## src/include/dsr_pkg.sv

```systemverilog
// Package of constants for the decimator status register block
package dsr_pkg;
	// ************************************************************
	// Status word layout
	// ************************************************************
	localparam int STATUS_W = 24;
	localparam int BIT_ERROR = 23;
	localparam int BIT_OVERWRITE = 22;
	localparam int BIT_MOD_FLAG = 21;
	localparam int BIT_ACC_SAT = 19;
	localparam int BIT_SAMPLE_READY = 18;
	localparam int BIT_SETTLED = 17;
	localparam int BIT_RANGE = 16;
	localparam int BIT_POWER_DOWN = 11;
	localparam int BIT_TEST_INPUT = 10;
	localparam int BIT_BW_HI = 8;
	localparam int BIT_BW_LO = 6;
	localparam int BIT_GAIN_HI = 4;
	localparam int BIT_GAIN_LO = 0;
	localparam int BW_W = 3;
	localparam int GAIN_W = 5;
	localparam int CFG_W = 10;
	// ************************************************************
	// Reset values and output coding
	// ************************************************************
	localparam logic RST_FLAG = 1'b0;
	localparam logic RST_ERROR_N = 1'b1;
	localparam logic [23:0] RST_WORD = 24'h000000;
	localparam logic [23:0] FS_POS = 24'h7fffff;
	localparam logic [23:0] FS_NEG = 24'h800000;
	localparam logic [23:0] RANGE_HI = 24'h5fffff;
	localparam logic [23:0] RANGE_LO = 24'ha00000;
	// ************************************************************
	// Counts
	// ************************************************************
	localparam int RANGE_RUN = 4;
	localparam int READ_BITS = 24;
	typedef enum logic {DSR_RD_IDLE, DSR_RD_SHIFT} dsr_rd_type;
endpackage

```

## src/hw/dsr_range_detect.sv

```systemverilog
// Detector for runs of filter outputs beyond the specified code range
`timescale 1ns/10ps
module dsr_range_detect #(
	parameter int RUN = dsr_pkg::RANGE_RUN
) (
	// Clock and reset
	input wire logic i_clk,
	input wire logic i_sys_rst,
	// Clipped filter output
	input wire logic i_valid,
	input wire logic [23:0] i_word,
	// Run detected, high the cycle after each valid output that completes or extends a run
	output logic o_hit
);
	logic [2:0] above_run;
	logic [2:0] below_run;
	logic is_above;
	logic is_below;

	assign is_above = $signed(i_word) > $signed(dsr_pkg::RANGE_HI);
	assign is_below = $signed(i_word) < $signed(dsr_pkg::RANGE_LO);

	// Runs saturate at RUN so a long excursion keeps reporting
	always_ff @(posedge i_clk) begin
		if (i_sys_rst) begin
			above_run <= 3'h0;
			below_run <= 3'h0;
		end else if (i_valid) begin
			above_run <= is_above ? ((above_run == 3'(RUN)) ? above_run : above_run + 3'h1) : 3'h0;
			below_run <= is_below ? ((below_run == 3'(RUN)) ? below_run : below_run + 3'h1) : 3'h0;
		end
	end

	always_ff @(posedge i_clk) begin
		if (i_sys_rst) begin
			o_hit <= 1'b0;
		end else begin
			o_hit <= i_valid && ((is_above && above_run >= 3'(RUN - 1)) ||
				(is_below && below_run >= 3'(RUN - 1)));
		end
	end
endmodule

```

## src/hw/dsr_status.sv

```systemverilog
// Status register of the decimation filter with clipping and serial readout
//
// Operation
// - A 24-bit status word holds error flags and reads back the active configuration.
// - The summary error bit 23 is the OR of overwrite, modulator flag and accumulator bits, except that reset clears it while the modulator flag holds.
// - Summary and individual error bits clear after a completed status read; all but the modulator flag also clear on reset.
// - The error pin is always the inverse of the summary error bit.
// - Overwrite sets when a result is loaded while a data read is under way.
// - The modulator flag bit takes the synchronised modulator flag pin level on each clock edge while the filter is settled and not powered down.
// - The modulator flag bit holds during power-down and during reset.
// - Filter overflow or underflow sets the accumulator bit and clips the output to full scale.
// - The settled bit clears on reset, during power-down and at power-down exit, and marks accurate data.
// - The settled bit also clears on sync, pin configuration change and modulator flag set.
// - While not settled, overwrite, modulator flag, accumulator and range bits hold except that a completed read clears them.
// - The range bit sets after four outputs in a row above +6291455 or below -6291456.
// - Flags sit at bits 23,22,21,19,18,17,16 and reset to zero except the modulator flag.
// - Bits 11, 10, 8-6 and 4-0 read back configuration; unused bits read as zero.
// - Power-down keeps register contents and leaves the serial readout usable.
`timescale 1ns/10ps
module dsr_status #(
	parameter int ACC_W = 26
) (
	// Clock and reset
	input wire logic i_clk,
	input wire logic i_sys_rst,
	// Modulator flag pin, asynchronous
	input wire logic i_modulator_flag,
	// Filter datapath
	input wire logic i_filter_valid,
	input wire logic [ACC_W-1:0] i_filter_word,
	input wire logic i_settle_done,
	input wire logic i_sync,
	// Output data register handshake
	input wire logic i_result_load,
	input wire logic i_data_read_active,
	input wire logic i_sample_ready,
	// Active configuration
	input wire logic i_cfg_from_pins,
	input wire logic i_power_down_ctl,
	input wire logic i_test_input_select,
	input wire logic [2:0] i_bandwidth_code,
	input wire logic [4:0] i_gain_input_select,
	// Status read strobes from the serial interface
	input wire logic i_status_read_start,
	input wire logic i_status_shift,
	input wire logic i_status_read_abort,
	// Outputs
	output logic [23:0] o_result_word,
	output logic o_result_valid,
	output logic [23:0] o_status_word,
	output logic o_status_sdo,
	output logic o_status_done,
	output logic o_error_n
);
	// ************************************************************
	// State
	// ************************************************************
	logic modulator_flag_meta;
	logic modulator_flag_pin;
	logic overwrite_flag;
	// Power-up value; after that a reset holds whatever the flag last sampled
	logic modulator_flag = 1'b0;
	logic accumulator_saturation;
	logic out_of_range_flag;
	logic filter_settled;
	logic error_flag;
	logic sample_ready;
	logic [dsr_pkg::CFG_W-1:0] cfg_q;
	logic pd_q;
	logic range_hit;
	logic sat_event;
	logic [ACC_W-24:0] top_bits;
	logic read_done;
	logic [23:0] shift_reg;
	logic [4:0] shift_cnt;
	dsr_pkg::dsr_rd_type rd_state;
	logic next_overwrite;
	logic next_modulator;
	logic next_acc;
	logic [dsr_pkg::CFG_W-1:0] cfg_now;

	assign cfg_now = {i_power_down_ctl, i_test_input_select, i_bandwidth_code,
		i_gain_input_select};
	assign top_bits = i_filter_word[ACC_W-1:23];
	assign sat_event = i_filter_valid && !((&top_bits) || !(|top_bits));

	// ************************************************************
	// Pin synchroniser
	// ************************************************************
	always_ff @(posedge i_clk) begin
		modulator_flag_meta <= i_modulator_flag;
		modulator_flag_pin <= modulator_flag_meta;
	end

	// ************************************************************
	// Clipping of the filter output
	// ************************************************************
	always_ff @(posedge i_clk) begin
		if (i_sys_rst) begin
			o_result_word <= dsr_pkg::RST_WORD;
			o_result_valid <= 1'b0;
		end else begin
			o_result_valid <= i_filter_valid;
			if (i_filter_valid) begin
				if (sat_event) begin
					o_result_word <= i_filter_word[ACC_W-1] ? dsr_pkg::FS_NEG : dsr_pkg::FS_POS;
				end else begin
					o_result_word <= i_filter_word[23:0];
				end
			end
		end
	end

	dsr_range_detect #(
		.RUN(dsr_pkg::RANGE_RUN)
	) u_range (
		.i_clk(i_clk),
		.i_sys_rst(i_sys_rst),
		.i_valid(o_result_valid),
		.i_word(o_result_word),
		.o_hit(range_hit)
	);

	// ************************************************************
	// Error flags
	// ************************************************************
	// New events win over the read clear; a not-settled filter freezes them
	always_comb begin
		next_overwrite = overwrite_flag;
		next_modulator = modulator_flag;
		next_acc = accumulator_saturation;
		if (read_done) begin
			next_overwrite = 1'b0;
			next_modulator = 1'b0;
			next_acc = 1'b0;
		end
		if (filter_settled) begin
			if (i_result_load && i_data_read_active) begin
				next_overwrite = 1'b1;
			end
			if (!pd_q) begin
				next_modulator = modulator_flag_pin;
			end
			if (sat_event) begin
				next_acc = 1'b1;
			end
		end
	end

	always_ff @(posedge i_clk) begin
		if (i_sys_rst) begin
			overwrite_flag <= dsr_pkg::RST_FLAG;
			accumulator_saturation <= dsr_pkg::RST_FLAG;
			error_flag <= dsr_pkg::RST_FLAG;
			o_error_n <= dsr_pkg::RST_ERROR_N;
		end else begin
			overwrite_flag <= next_overwrite;
			accumulator_saturation <= next_acc;
			error_flag <= next_overwrite | next_modulator | next_acc;
			o_error_n <= ~(next_overwrite | next_modulator | next_acc);
		end
	end

	// Reset holds the flag, as does power-down
	always_ff @(posedge i_clk) begin
		if (!i_sys_rst) begin
			modulator_flag <= next_modulator;
		end
	end

	always_ff @(posedge i_clk) begin
		if (i_sys_rst) begin
			out_of_range_flag <= dsr_pkg::RST_FLAG;
		end else if (filter_settled && range_hit) begin
			out_of_range_flag <= 1'b1;
		end else if (read_done) begin
			out_of_range_flag <= 1'b0;
		end
	end

	// ************************************************************
	// Settled flag and configuration readback
	// ************************************************************
	always_ff @(posedge i_clk) begin
		if (i_sys_rst) begin
			cfg_q <= '0;
			pd_q <= 1'b0;
			sample_ready <= 1'b0;
		end else begin
			cfg_q <= cfg_now;
			pd_q <= i_power_down_ctl;
			sample_ready <= i_sample_ready;
		end
	end

	always_ff @(posedge i_clk) begin
		if (i_sys_rst) begin
			filter_settled <= dsr_pkg::RST_FLAG;
		end else if ((pd_q && !i_power_down_ctl) || i_power_down_ctl) begin
			filter_settled <= 1'b0;
		end else if (i_sync || (i_cfg_from_pins && cfg_now[8:0] != cfg_q[8:0]) ||
			(next_modulator && !modulator_flag)) begin
			filter_settled <= 1'b0;
		end else if (i_settle_done) begin
			filter_settled <= 1'b1;
		end
	end

	assign o_status_word = {error_flag, overwrite_flag, modulator_flag, 1'b0,
		accumulator_saturation, sample_ready, filter_settled, out_of_range_flag,
		4'h0, cfg_q[9:8], 1'b0, cfg_q[7:5], 1'b0, cfg_q[4:0]};

	// ************************************************************
	// Serial readout of the status word
	// ************************************************************
	assign read_done = o_status_done;

	always_ff @(posedge i_clk) begin
		if (i_sys_rst) begin
			rd_state <= dsr_pkg::DSR_RD_IDLE;
			shift_reg <= '0;
			shift_cnt <= 5'h00;
			o_status_sdo <= 1'b0;
			o_status_done <= 1'b0;
		end else begin
			o_status_done <= 1'b0;
			case (rd_state)
				dsr_pkg::DSR_RD_IDLE: begin
					if (i_status_read_start) begin
						shift_reg <= o_status_word;
						o_status_sdo <= o_status_word[23];
						shift_cnt <= 5'h00;
						rd_state <= dsr_pkg::DSR_RD_SHIFT;
					end
				end
				default: begin
					if (i_status_read_abort) begin
						rd_state <= dsr_pkg::DSR_RD_IDLE;
					end else if (i_status_shift) begin
						shift_reg <= {shift_reg[22:0], 1'b0};
						o_status_sdo <= shift_reg[22];
						shift_cnt <= shift_cnt + 5'h01;
						if (shift_cnt == 5'(dsr_pkg::READ_BITS - 1)) begin
							o_status_done <= 1'b1;
							rd_state <= dsr_pkg::DSR_RD_IDLE;
						end
					end
				end
			endcase
		end
	end

	// ************************************************************
	// Checks
	// ************************************************************
	a_error_or: assert property (@(posedge i_clk) disable iff (i_sys_rst) !$past(i_sys_rst) |->
		error_flag == (overwrite_flag | modulator_flag | accumulator_saturation))
		else $error("summary error differs from OR of error bits");
	a_error_pin: assert property (@(posedge i_clk) disable iff (i_sys_rst)
		o_error_n == !error_flag)
		else $error("error pin not inverse of summary bit");
	a_read_clear: assert property (@(posedge i_clk) disable iff (i_sys_rst)
		o_status_done && !(filter_settled && i_result_load && i_data_read_active)
		|=> !overwrite_flag)
		else $error("overwrite not cleared after completed read");
	a_overwrite_set: assert property (@(posedge i_clk) disable iff (i_sys_rst)
		filter_settled && i_result_load && i_data_read_active |=> overwrite_flag)
		else $error("overwrite not set");
	a_frozen: assert property (@(posedge i_clk) disable iff (i_sys_rst)
		!filter_settled && !o_status_done |=> $stable(accumulator_saturation) &&
		$stable(out_of_range_flag) && $stable(modulator_flag))
		else $error("flags changed while filter not settled");
	a_modulator_flag_hold: assert property (@(posedge i_clk)
		i_sys_rst |=> $stable(modulator_flag))
		else $error("modulator flag changed during reset");
	a_clip_pos: assert property (@(posedge i_clk) disable iff (i_sys_rst)
		sat_event && !i_filter_word[ACC_W-1] |=> o_result_word == dsr_pkg::FS_POS &&
		(accumulator_saturation || !$past(filter_settled)))
		else $error("positive overflow not clipped");
	a_settle_clear: assert property (@(posedge i_clk) disable iff (i_sys_rst)
		i_sync |=> !filter_settled)
		else $error("sync did not clear settled");
	a_read_len: assert property (@(posedge i_clk) disable iff (i_sys_rst)
		o_status_done |-> $past(shift_cnt) == 5'(dsr_pkg::READ_BITS - 1))
		else $error("read completed early");
	a_cfg_back: assert property (@(posedge i_clk) disable iff (i_sys_rst)
		##1 o_status_word[11] == $past(i_power_down_ctl) && o_status_word[20] == 1'b0)
		else $error("configuration readback wrong");
	c_read_done: cover property (@(posedge i_clk) disable iff (i_sys_rst) o_status_done);
	c_overwrite: cover property (@(posedge i_clk) disable iff (i_sys_rst) $rose(overwrite_flag));
	c_range: cover property (@(posedge i_clk) disable iff (i_sys_rst) $rose(out_of_range_flag));
	c_abort: cover property (@(posedge i_clk) disable iff (i_sys_rst)
		rd_state == dsr_pkg::DSR_RD_SHIFT && i_status_read_abort);
endmodule

```

## config.mk

```make
export PLATFORM = sky130hd
export DESIGN_NAME = dsr_status
export DESIGN_NICKNAME = d
export VERILOG_FILES = /design/src/include/dsr_pkg.sv /design/src/hw/dsr_range_detect.sv /design/src/hw/dsr_status.sv
export SDC_FILE = /design/constraint.sdc
export NUM_CORES = 1
export LEC_CHECK = 0
export BUFFER_PORTS_ARGS = -buffer_cell sky130_fd_sc_hd__buf_2
export CORE_ASPECT_RATIO = 1.4
export CORE_MARGIN = 3
export CORE_UTILIZATION = 35
export CTS_BUF_LIST = sky130_fd_sc_hd__clkbuf_16
export CTS_CLUSTER_DIAMETER = 200
export CTS_CLUSTER_SIZE = 8
export DETAILED_ROUTE_END_ITERATION = 10
export PLACE_DENSITY = 0.56
export SKIP_LAST_GASP = 1
export SLEW_MARGIN = 20
export SYNTH_ARGS = -nofsm -noshare
export SYNTH_HDL_FRONTEND = slang
export SYNTH_SLANG_ARGS = --single-unit
export TNS_END_PERCENT = 5
```

## constraint.sdc

```tcl
create_clock -name i_clk -period 1.4 [get_ports i_clk]
set_clock_uncertainty 0.05 [all_clocks]
set_input_delay 0.14 -clock i_clk [delete_from_list [all_inputs] [get_ports i_clk]]
set_output_delay 0.14 -clock i_clk [all_outputs]
set_load 0.02 [all_outputs]
```

After elaboration in Yosys (flattened, before gate mapping). Index checks and enable logic that the tools add are counted.

Word-level logic and storage cells: 104. Register bits after elaboration: 84.

Bitwise logic cells: 5. Multiplexer cells: 35. Add/sub/neg operators: 3. Reduce and logical (&&, ||, !) cells: 27. Equality and inequality tests: 8. Order comparisons: 4.

Operators with widths (count): two-way mux 23 bit (4); two-way mux 24 bit (2); > comparator 24 bit (second input constant) (1); < comparator 24 bit (second input constant) (1); two-way mux 1 bit (21); two-way mux 5 bit (4); two-way mux 3 bit (4); logical AND 1 bit (9); inequality test 9 bit (1); inequality test 2 bit (second input constant) (4); adder 3 x 1 -> 3 bit (second input constant) (2); equality test 3 bit (second input constant) (2); greater-or-equal comparator 3 x 2 -> 1 bit (second input constant) (2); AND reduction 3 bit (2); OR reduction 3 bit (2); adder 5 x 1 -> 5 bit (second input constant) (1); equality test 5 bit (second input constant) (1); logical OR 1 bit (5); zero test 1 bit (4); AND reduction 2 bit (2); nonzero test 2 bit (2); OR reduction 4 bit (1); NOT 1 bit (3); bitwise OR 1 bit (2).

Longest topological paths before layout. Gate-level depths: netlist of the first run.

Depth after elaboration: 9. Mapped depth: 6. Gate-level depth less buffers: 6.

Modules after synthesis. A second synthesis of the first run with hierarchy kept.

Cells, all modules: 380. Area, all modules: 3767.4 um^2.

By module, submodules not included: dsr_status (cells an instance 326, instances 1, sequential area each 1531.5 um^2, area an instance 3265.6 um^2); dsr_range_detect (cells an instance 54, instances 1, sequential area each 140.1 um^2, area an instance 501.7 um^2).

Worst setup path after synthesis of the first run. Ideal clock, no wire load.

Path kind: reg-to-reg. From: register o_result_word[23]. To: register u_range.below_run[0]. Arrival time: 1235 ps. Data required time: 1285 ps. Stages on the path, launching flop included: 5. Buffers on the path: 0. Setup slack: 50 ps. Setup time: 65 ps. Cell sequence: dfxtp_1 > or3b_1 > nor3b_2 > mux2i_1 > nor2_1.

Longest elaborated chain between the ends: 3. Elaborated cells between the ends (all ways): 4.

RTL lines: start: declaration (RTL line dsr_status.sv:48) `output logic [23:0] o_result_word,`; start signal: assignment (RTL line dsr_status.sv:100) `o_result_word <= dsr_pkg::RST_WORD;`; start signal: assignment (RTL line dsr_status.sv:106) `o_result_word <= i_filter_word[ACC_W-1] ? dsr_pkg::FS_NEG : dsr_pkg::FS_POS;`; start signal: assignment (RTL line dsr_status.sv:108) `o_result_word <= i_filter_word[23:0];`; < comparator 24 bit (*) (RTL line dsr_range_detect.sv:21) `assign is_below = $signed(i_word) < $signed(dsr_pkg::RANGE_LO);`; inequality test 2 bit (no line); AND reduction 2 bit (no line); end signal: assignment (RTL line dsr_range_detect.sv:30) `below_run <= is_below ? ((below_run == 3'(RUN)) ? below_run : below_run + 3'h1) : 3'h0;`; end: declaration (RTL line dsr_range_detect.sv:16) `logic [2:0] below_run;`.

Mark *: on every way between the ends. The rest lies on a longest branch, timed or not. A chain may end at the register's enable or synchronous reset.

Final worst setup path of the first run.
From: register rd_state. To: register shift_reg[18].

Longest elaborated chain between the ends: 2. Elaborated cells between the ends (all ways): 5.

RTL lines: start: declaration (RTL line dsr_status.sv:76) `dsr_pkg::dsr_rd_type rd_state;`; start signal: assignment (RTL line dsr_status.sv:220) `rd_state <= dsr_pkg::DSR_RD_IDLE;`; start signal: assignment (RTL line dsr_status.sv:233) `rd_state <= dsr_pkg::DSR_RD_SHIFT;`; start signal: assignment (RTL line dsr_status.sv:238) `rd_state <= dsr_pkg::DSR_RD_IDLE;`; inequality test 2 bit (no line) / nonzero test 2 bit (equally long branches); AND reduction 3 bit (no line); end signal: assignment (RTL line dsr_status.sv:230) `shift_reg <= o_status_word;`; end signal: assignment (RTL line dsr_status.sv:240) `shift_reg <= {shift_reg[22:0], 1'b0};`; end: declaration (RTL line dsr_status.sv:74) `logic [23:0] shift_reg;`.

Parallel ways exist; a longest one is shown, timed or not.

==> results of run 1 <==
[placed cells by master, fill, tap and decap left out, drive strengths merged, types with 8 or more instances in the layout]
cell and n:
a211oi 19, a21oi 31, a31oi 25, buf 111, clkbuf 9, dfxtp 82, dlygate4sd3 12, inv 17
mux2i 19, nor2 36, nor2b 37, xor2 8
[cell families after synthesis]
| group | Yosys count |
|---|---|
| AND/OR/NAND/NOR | 98 |
| flip-flops | 83 |
| other | 1 |
| multiplexers | 19 |
| adder cells (fa/ha/maj) | 7 |
| buffers and inverters | 54 |
| XOR/XNOR | 12 |
| AO/OA/AOI/OAI | 99 |
[per-stage QoR]
step                      hold WS, ns  utilization  std cells  TNS, ns  setup slack (ns)
after floorplan                 0.118            -        379        0            0.0498
after global placement          0.197        0.417        587        0            0.0507
after detailed placement        0.196        0.417        587        0         0.0000679
after CTS                     0.00109        0.459        615        0            0.0269
after global routing          0.00605        0.460        615   -0.118           -0.0421
final                          0.0107        0.460        615        0            0.0664
[repair_timing]
item / 4_1_cts / 5_1_grt
setup endpoints to repair: 1 / 29
hold buffers: 12 / 0
resized for setup: 1 / 2
hold endpoints to repair: 12 / 0
[metal layers]
layer | GRT usage | up-vias
met2 | 0.238 | 104
met3 | 0.0436 | 13
met5 | 0 | -
met1 | 0.183 | 1350
met4 | 0.0560 | 0
li1 | - | 1502
[final cells by class]
| class | count | area, µm² | area share |
|---|---|---|---|
| Sequential cell | 83 | 1670 | 0.366 |
| Multi-Input combinational cell | 242 | 1600 | 0.349 |
| Timing Repair Buffer | 123 | 783 | 0.171 |
| Clock buffer | 9 | 225 | 0.0492 |
| Tap cell | 135 | 169 | 0.0369 |
| Clock inverter | 7 | 70.1 | 0.0153 |
| Inverter | 16 | 60.1 | 0.0131 |
[power by group]
part | internal (mW) | switching (mW)
clock | 1.37 | 0.922
sequential | 2.49 | 0.0717
combinational | 0.321 | 0.403
[critical path: stages (launching register included)]
cell and delay [ns]:
dfxtp_2 0.35, nand2b_1 0.23, nand2_1 0.15, buf_12 0.19, nor2_1 0.06, a211oi_1 0.22
[how the worst max path moves through the flow]
stage	startpoint	cells past startpoint	to
4_1_cts	rd_state	5	shift_reg[18]
3_3_place_gp	u_range.below_run[0]	5	u_range.o_hit
5_1_grt	rd_state	5	shift_reg[1]
3_5_place_dp	u_range.below_run[0]	5	u_range.o_hit
6_report	rd_state	5	shift_reg[18]
2_1_floorplan	o_result_word[23]	4	u_range.below_run[0]
==> impl_results.md, run 1 <==
* Post-synth top area share at 0.458
* PwrDens at about 1200 nW/µm²
* Via count at between 2k and 3k
* Total track usage at 0.147
* Drt drc at 0
* Fillers at ~1000
* RSZ-0062 raised after global routing: yes
* WL/cell at 13.3 µm
* Register area share after synthesis at 0.466
* Final Total Pwr at between 5 and 6 mW
* TritonCTS clock tree: built
* Reg-to-reg slack, setup at 0.07 ns
* Simple-gate share of the synthesized area at 0.150
* #FFs+latches synth at 83
* Distinct cells, synth at 44
* Post-Synth Adder-Cell Area at 0.0244
* Tcrit/Tclk final at 0.953
* Leak at 1.98 nW
* Reg-to-Reg End: shift_reg[18]
* Post-DP HPWL at 5.98 mm
* Post-CTS Setup Bufs at 0
* H-tree Lvls at 3
* Met1 wire length at approximately 3.6 mm
* Crit path kind: reg -> reg
* Core area at 9950 µm²
* Hold Path End: cfg_q[5]
* Routed WL at 8.17 mm
* Layout cells sized above 1 at 0.279
* Critical path data arrival time at about 1.5 ns
* Final-report setup violation count at 0
* DR iter-0 viols at ~110
* Via density at 4.83
* IO buf count at 93
* Final hold violations at 0
* FFs w/ async S/R, synth at 0
* Row count at 43
* Largest net degree at the start of global routing at 33
* Min-Delay Path Class: in -> reg
* Maxcap violations at 0
* Antenna violations before repair at 0
* 1st-pass router iterations at 4
* RR Startpoint: rd_state
* Worst Reg-to-Reg Cells at 5
* Dominant cells by area after synthesis: dfxtp_1 46%, nor2b_1 6.5%, mux2i_1 5.3%
* Starting Density at 0.360
* Post-synth EDFFs at 1
* Min-delay src: i_bandwidth_code[0]
* # IOs at 101
* Area Overhead vs Synth at 27.6%
* Met2 wire len at 3.81 mm
* Cells after synthesis at 373
* Fin area at 4580 µm²
* Xor/xnor share of the synthesized area at 0.0293
* GP Congestion at 0.746
* Compound-cell area share of the yosys netlist at 0.179
* Highest Signal Layer: met4
* Number of flip-flops in the largest register at 24
* Leading area contributor after synthesis: dfxtp_1
* Global-route wire length before repair at 13.8 mm
* Most used standard cell by instance count after synthesis: dfxtp_1
* Die Span Y at 126 µm
* Minimum clock period at 1.33 ns
* Dominant synthesized flop cell: dfxtp_1
* VDD IR max at around 0.00071 V
* Gr ovfl total at 0
* Worst skew pair latency at between 0.3 and 0.4 ns
* Worst-path clk slew at 0.06 ns
* Vias in the first global route at 2950
* Synth warnings at 0
* Worst Path Max Fanout at 32
* Diodes inserted at 0
* Root Driver: clkbuf_16
* Remaining antenna violation count at 0
* Largest family of logic cells by synthesized area: compound AO/OA/AOI/OAI gates
* Die Footprint at 11500 µm²
* Req. time, crit path at 1.59 ns
* Mux cell area share after synthesis at 0.0531
* Hold depth at 2
* Mapped cell area at 3580 µm²
* Status: finished clean
* Die boundary width at 91.5 µm
* CTS buffer count at 9
* Commonest cells post-synth: 82 x dfxtp_1, 37 x nor2b_1, 35 x nor2_1, 31 x a21oi_1, 25 x a31oi_1
* Met3 routed WL at 536 µm
* Post-synthesis area per instance at ~9.6 µm²
* Clock buffer depth at 2
* CTS sink cnt at 83
* Fin nets at ~530
* CP Launch Type: flop
* Placed cell areas at about 4200 µm²
* Crit. End Element: flop
* Max Fclk at 750 MHz
* Max Slew Vio Count at 0
Note: power is estimated with default switching activity, not from simulation.
==> inputs of run 2 (changes only) <==
--- a/config.mk
+++ b/config.mk
@@ -5,7 +5,6 @@
 export SDC_FILE = /design/constraint.sdc
 export NUM_CORES = 1
 export LEC_CHECK = 0
-export BUFFER_PORTS_ARGS = -buffer_cell sky130_fd_sc_hd__buf_2
 export CORE_ASPECT_RATIO = 1.4
 export CORE_MARGIN = 3
 export CORE_UTILIZATION = 35
@@ -13,7 +12,9 @@
 export CTS_CLUSTER_DIAMETER = 200
 export CTS_CLUSTER_SIZE = 8
 export DETAILED_ROUTE_END_ITERATION = 10
-export PLACE_DENSITY = 0.56
+export DONT_BUFFER_PORTS = 1
+export HOLD_SLACK_MARGIN = 0.06
+export PLACE_DENSITY = 0.48
 export SKIP_LAST_GASP = 1
 export SLEW_MARGIN = 20
 export SYNTH_ARGS = -nofsm -noshare
==> impl_results.md, run 2 (synthesis gave the netlist of run 1 again) <==
* Hold Worst Slack at -0.178 ns (was 0.0107 ns)
* Vias in the first global route at 2676 (was 2950)
* Clock power frac at 0.397 (was 0.411)
* Diodes inserted at 0 (unchanged)
* Core area at 9950 µm² (unchanged)
* Die boundary width at 91.5 µm (unchanged)
* Tcrit/Tclk final at 0.957 (was 0.953)
* Worst-path clk slew at 0.06 ns (about the same)
* CTS sink cnt at 83 (unchanged)
* IO buf count at 0 (was 93)
* Post-DP HPWL at 5.37 mm (was 5.98 mm)
* Crit. End Element: flop (unchanged)
* WL/cell at 14.7 µm (was 13.3 µm)
* H-tree Lvls at 3 (unchanged)
* Gr ovfl total at 0 (unchanged)
* Via density at 5.04 (was 4.83)
* Die Footprint at 11500 µm² (unchanged)
* Minimum clock period at 1.34 ns (was 1.33 ns)
* Reg-to-reg slack, setup at 0.06 ns (was 0.07 ns)
* Layout cells sized above 1 at 0.119 (was 0.279)
* Final Total Pwr at 5.17 mW (was 5.58 mW)
* Worst skew pair latency at 0.33 ns (about the same)
* VDD IR max at 0.000654 V (was 0.000713 V)
* Row count at 43 (unchanged)
* Drt drc at 0 (unchanged)
* Post-CTS Setup Bufs at 0 (unchanged)
* RSZ-0062 raised after global routing: yes (unchanged)
* Worst Path Max Fanout at 4 (was 32)
* Leak at 1.66 nW (was 1.98 nW)
* Routed WL at 7.91 mm (was 8.17 mm)
* Status: complete, but fails checks (was finished clean)
* P_sw at 1.27 mW (was 1.40 mW)
* Hold-fix buffers at CTS at 19 (was 12)
* Final-report setup violation count at 0 (unchanged)
* Most frequent cells in the layout: 82 x dfxtp_1, 37 x nor2b_1, 35 x nor2_1, 31 x a21oi_1, 26 x buf_4 (was 93 x buf_2, 81 x dfxtp_1, 37 x nor2b_1, 35 x nor2_1, 31 x a21oi_1)
* Req. time, crit path at 1.57 ns (was 1.59 ns)
* # IOs at 101 (unchanged)
* CTS buffer count at 9 (unchanged)
* Fin nets at 455 (was 531)
* Max Fclk at 746 MHz (was 750 MHz)
* TritonCTS clock tree: built (unchanged)
* GP Congestion at 0.698 (was 0.746)
* Largest net degree at the start of global routing at 71 (was 33)
* Max Slew Vio Count at 0 (unchanged)
* Sequential share of power at 0.507 (was 0.459)
* Critical path data arrival time at 1.51 ns (was 1.52 ns)
* Die Span Y at 126 µm (unchanged)
* CP Launch Type: flop (unchanged)
* Int Power at 3.90 mW (was 4.18 mW)
* Most common cell after layout, fill and taps aside: dfxtp_1 (was buf_2)
* Logic pwr share at 0.096 (was 0.130)
* Remaining antenna violation count at 0 (unchanged)
* Starting Density at 0.360 (unchanged)
* Number of flip-flops in the largest register at 24 (unchanged)
* Maxcap violations at 0 (unchanged)
* Root Driver: clkbuf_16 (unchanged)
* Area Overhead vs Synth at 16.6% (was 27.6%)
* Global-route wire length before repair at 12.8 mm (was 13.8 mm)
* PwrDens at 1240 nW/µm² (was 1220 nW/µm²)
* Crit path kind: reg -> reg (unchanged)
* Via count at 2716 (was 2969)
* DR iter-0 viols at 92 (was 112)
* Antenna violations before repair at 0 (unchanged)
* Total track usage at 0.139 (was 0.147)
* Clock buffer depth at 2 (unchanged)
* 1st-pass router iterations at 4 (unchanged)
* Final hold violations at 55 (was 0)
* Setup_tns at 0 ns (unchanged)
* Failing checks: negative hold slack
* Switching fraction of total power at 0.246 (was 0.250)
* Fillers at 970 (was 989)
* Min-Delay Path Class: in -> reg (unchanged)
[run 2: final timing paths]
| kind | to | start | depth (start not counted) |
|---|---|---|---|
| max | u_range.o_hit | u_range.above_run[1] | 5 |
| min | shift_reg[0] | i_sys_rst | 1 |
| max reg2reg | u_range.o_hit | u_range.above_run[1] | 5 |
| min reg2reg | modulator_flag_pin | modulator_flag_meta | 0 |
[run 2: final cells by class]
class	count	area [µm²]	area share
timing repair buffer	47	425	0.102
tap	135	169	0.0404
clock inverter	7	30.0	0.00718
sequential	83	1670	0.400
clock buffer	9	225	0.0539
multi-input combinational	242	1600	0.383
inverter	16	60.1	0.0144
[run 2: metrics by stage]
stage	instances	utilization	cell area [µm²]	setup slack [ns]	hold slack [ns]
finish	539	0.420	4180	0.0597	-0.178
global route	539	0.420	4180	-0.0582	-0.191
CTS	539	0.419	4170	0.0369	-0.189
detailed placement	504	0.374	3720	0.0509	0.118
global placement	504	0.374	3720	0.0460	0.118
floorplan	379	-	3610	0.0498	0.118
[run 2: power groups by stage]
stage / sequential (mW) / combinational (mW) / clock [mW]
final: 2.62 / 0.495 / 2.05
after floorplan: 2.68 / 0.408 / 0
after detailed placement: 2.67 / 0.456 / 0
after global routing: 2.63 / 0.552 / 2.25
after CTS: 2.62 / 0.499 / 2.14
after global placement: 2.67 / 0.451 / 0
[run 2: per-layer routing]
metal | vias up | part of all wire | track usage | routed length [µm]
met3 | 8 | 0.099 | 0.0490 | 786
met4 | 0 | 0.014 | 0.0568 | 112
li1 | 1348 | - | - | -
met1 | 1248 | 0.42 | 0.167 | 3350
met5 | - | 0 | 0 | 0
met2 | 112 | 0.46 | 0.225 | 3660
[run 2: worst max-delay path, stage by stage (launching register included)]
cell and delay [ns]:
dfxtp_1 0.33, ha_1 0.19, ha_1 0.17, a211oi_1 0.21
o22ai_1 0.10, and3_1 0.18
[run 2: timing repair]
item / CTS / global route
resized for setup: 0 / 3
setup endpoints to repair: 0 / 14
endpoints found under the hold margin: 71 / 55
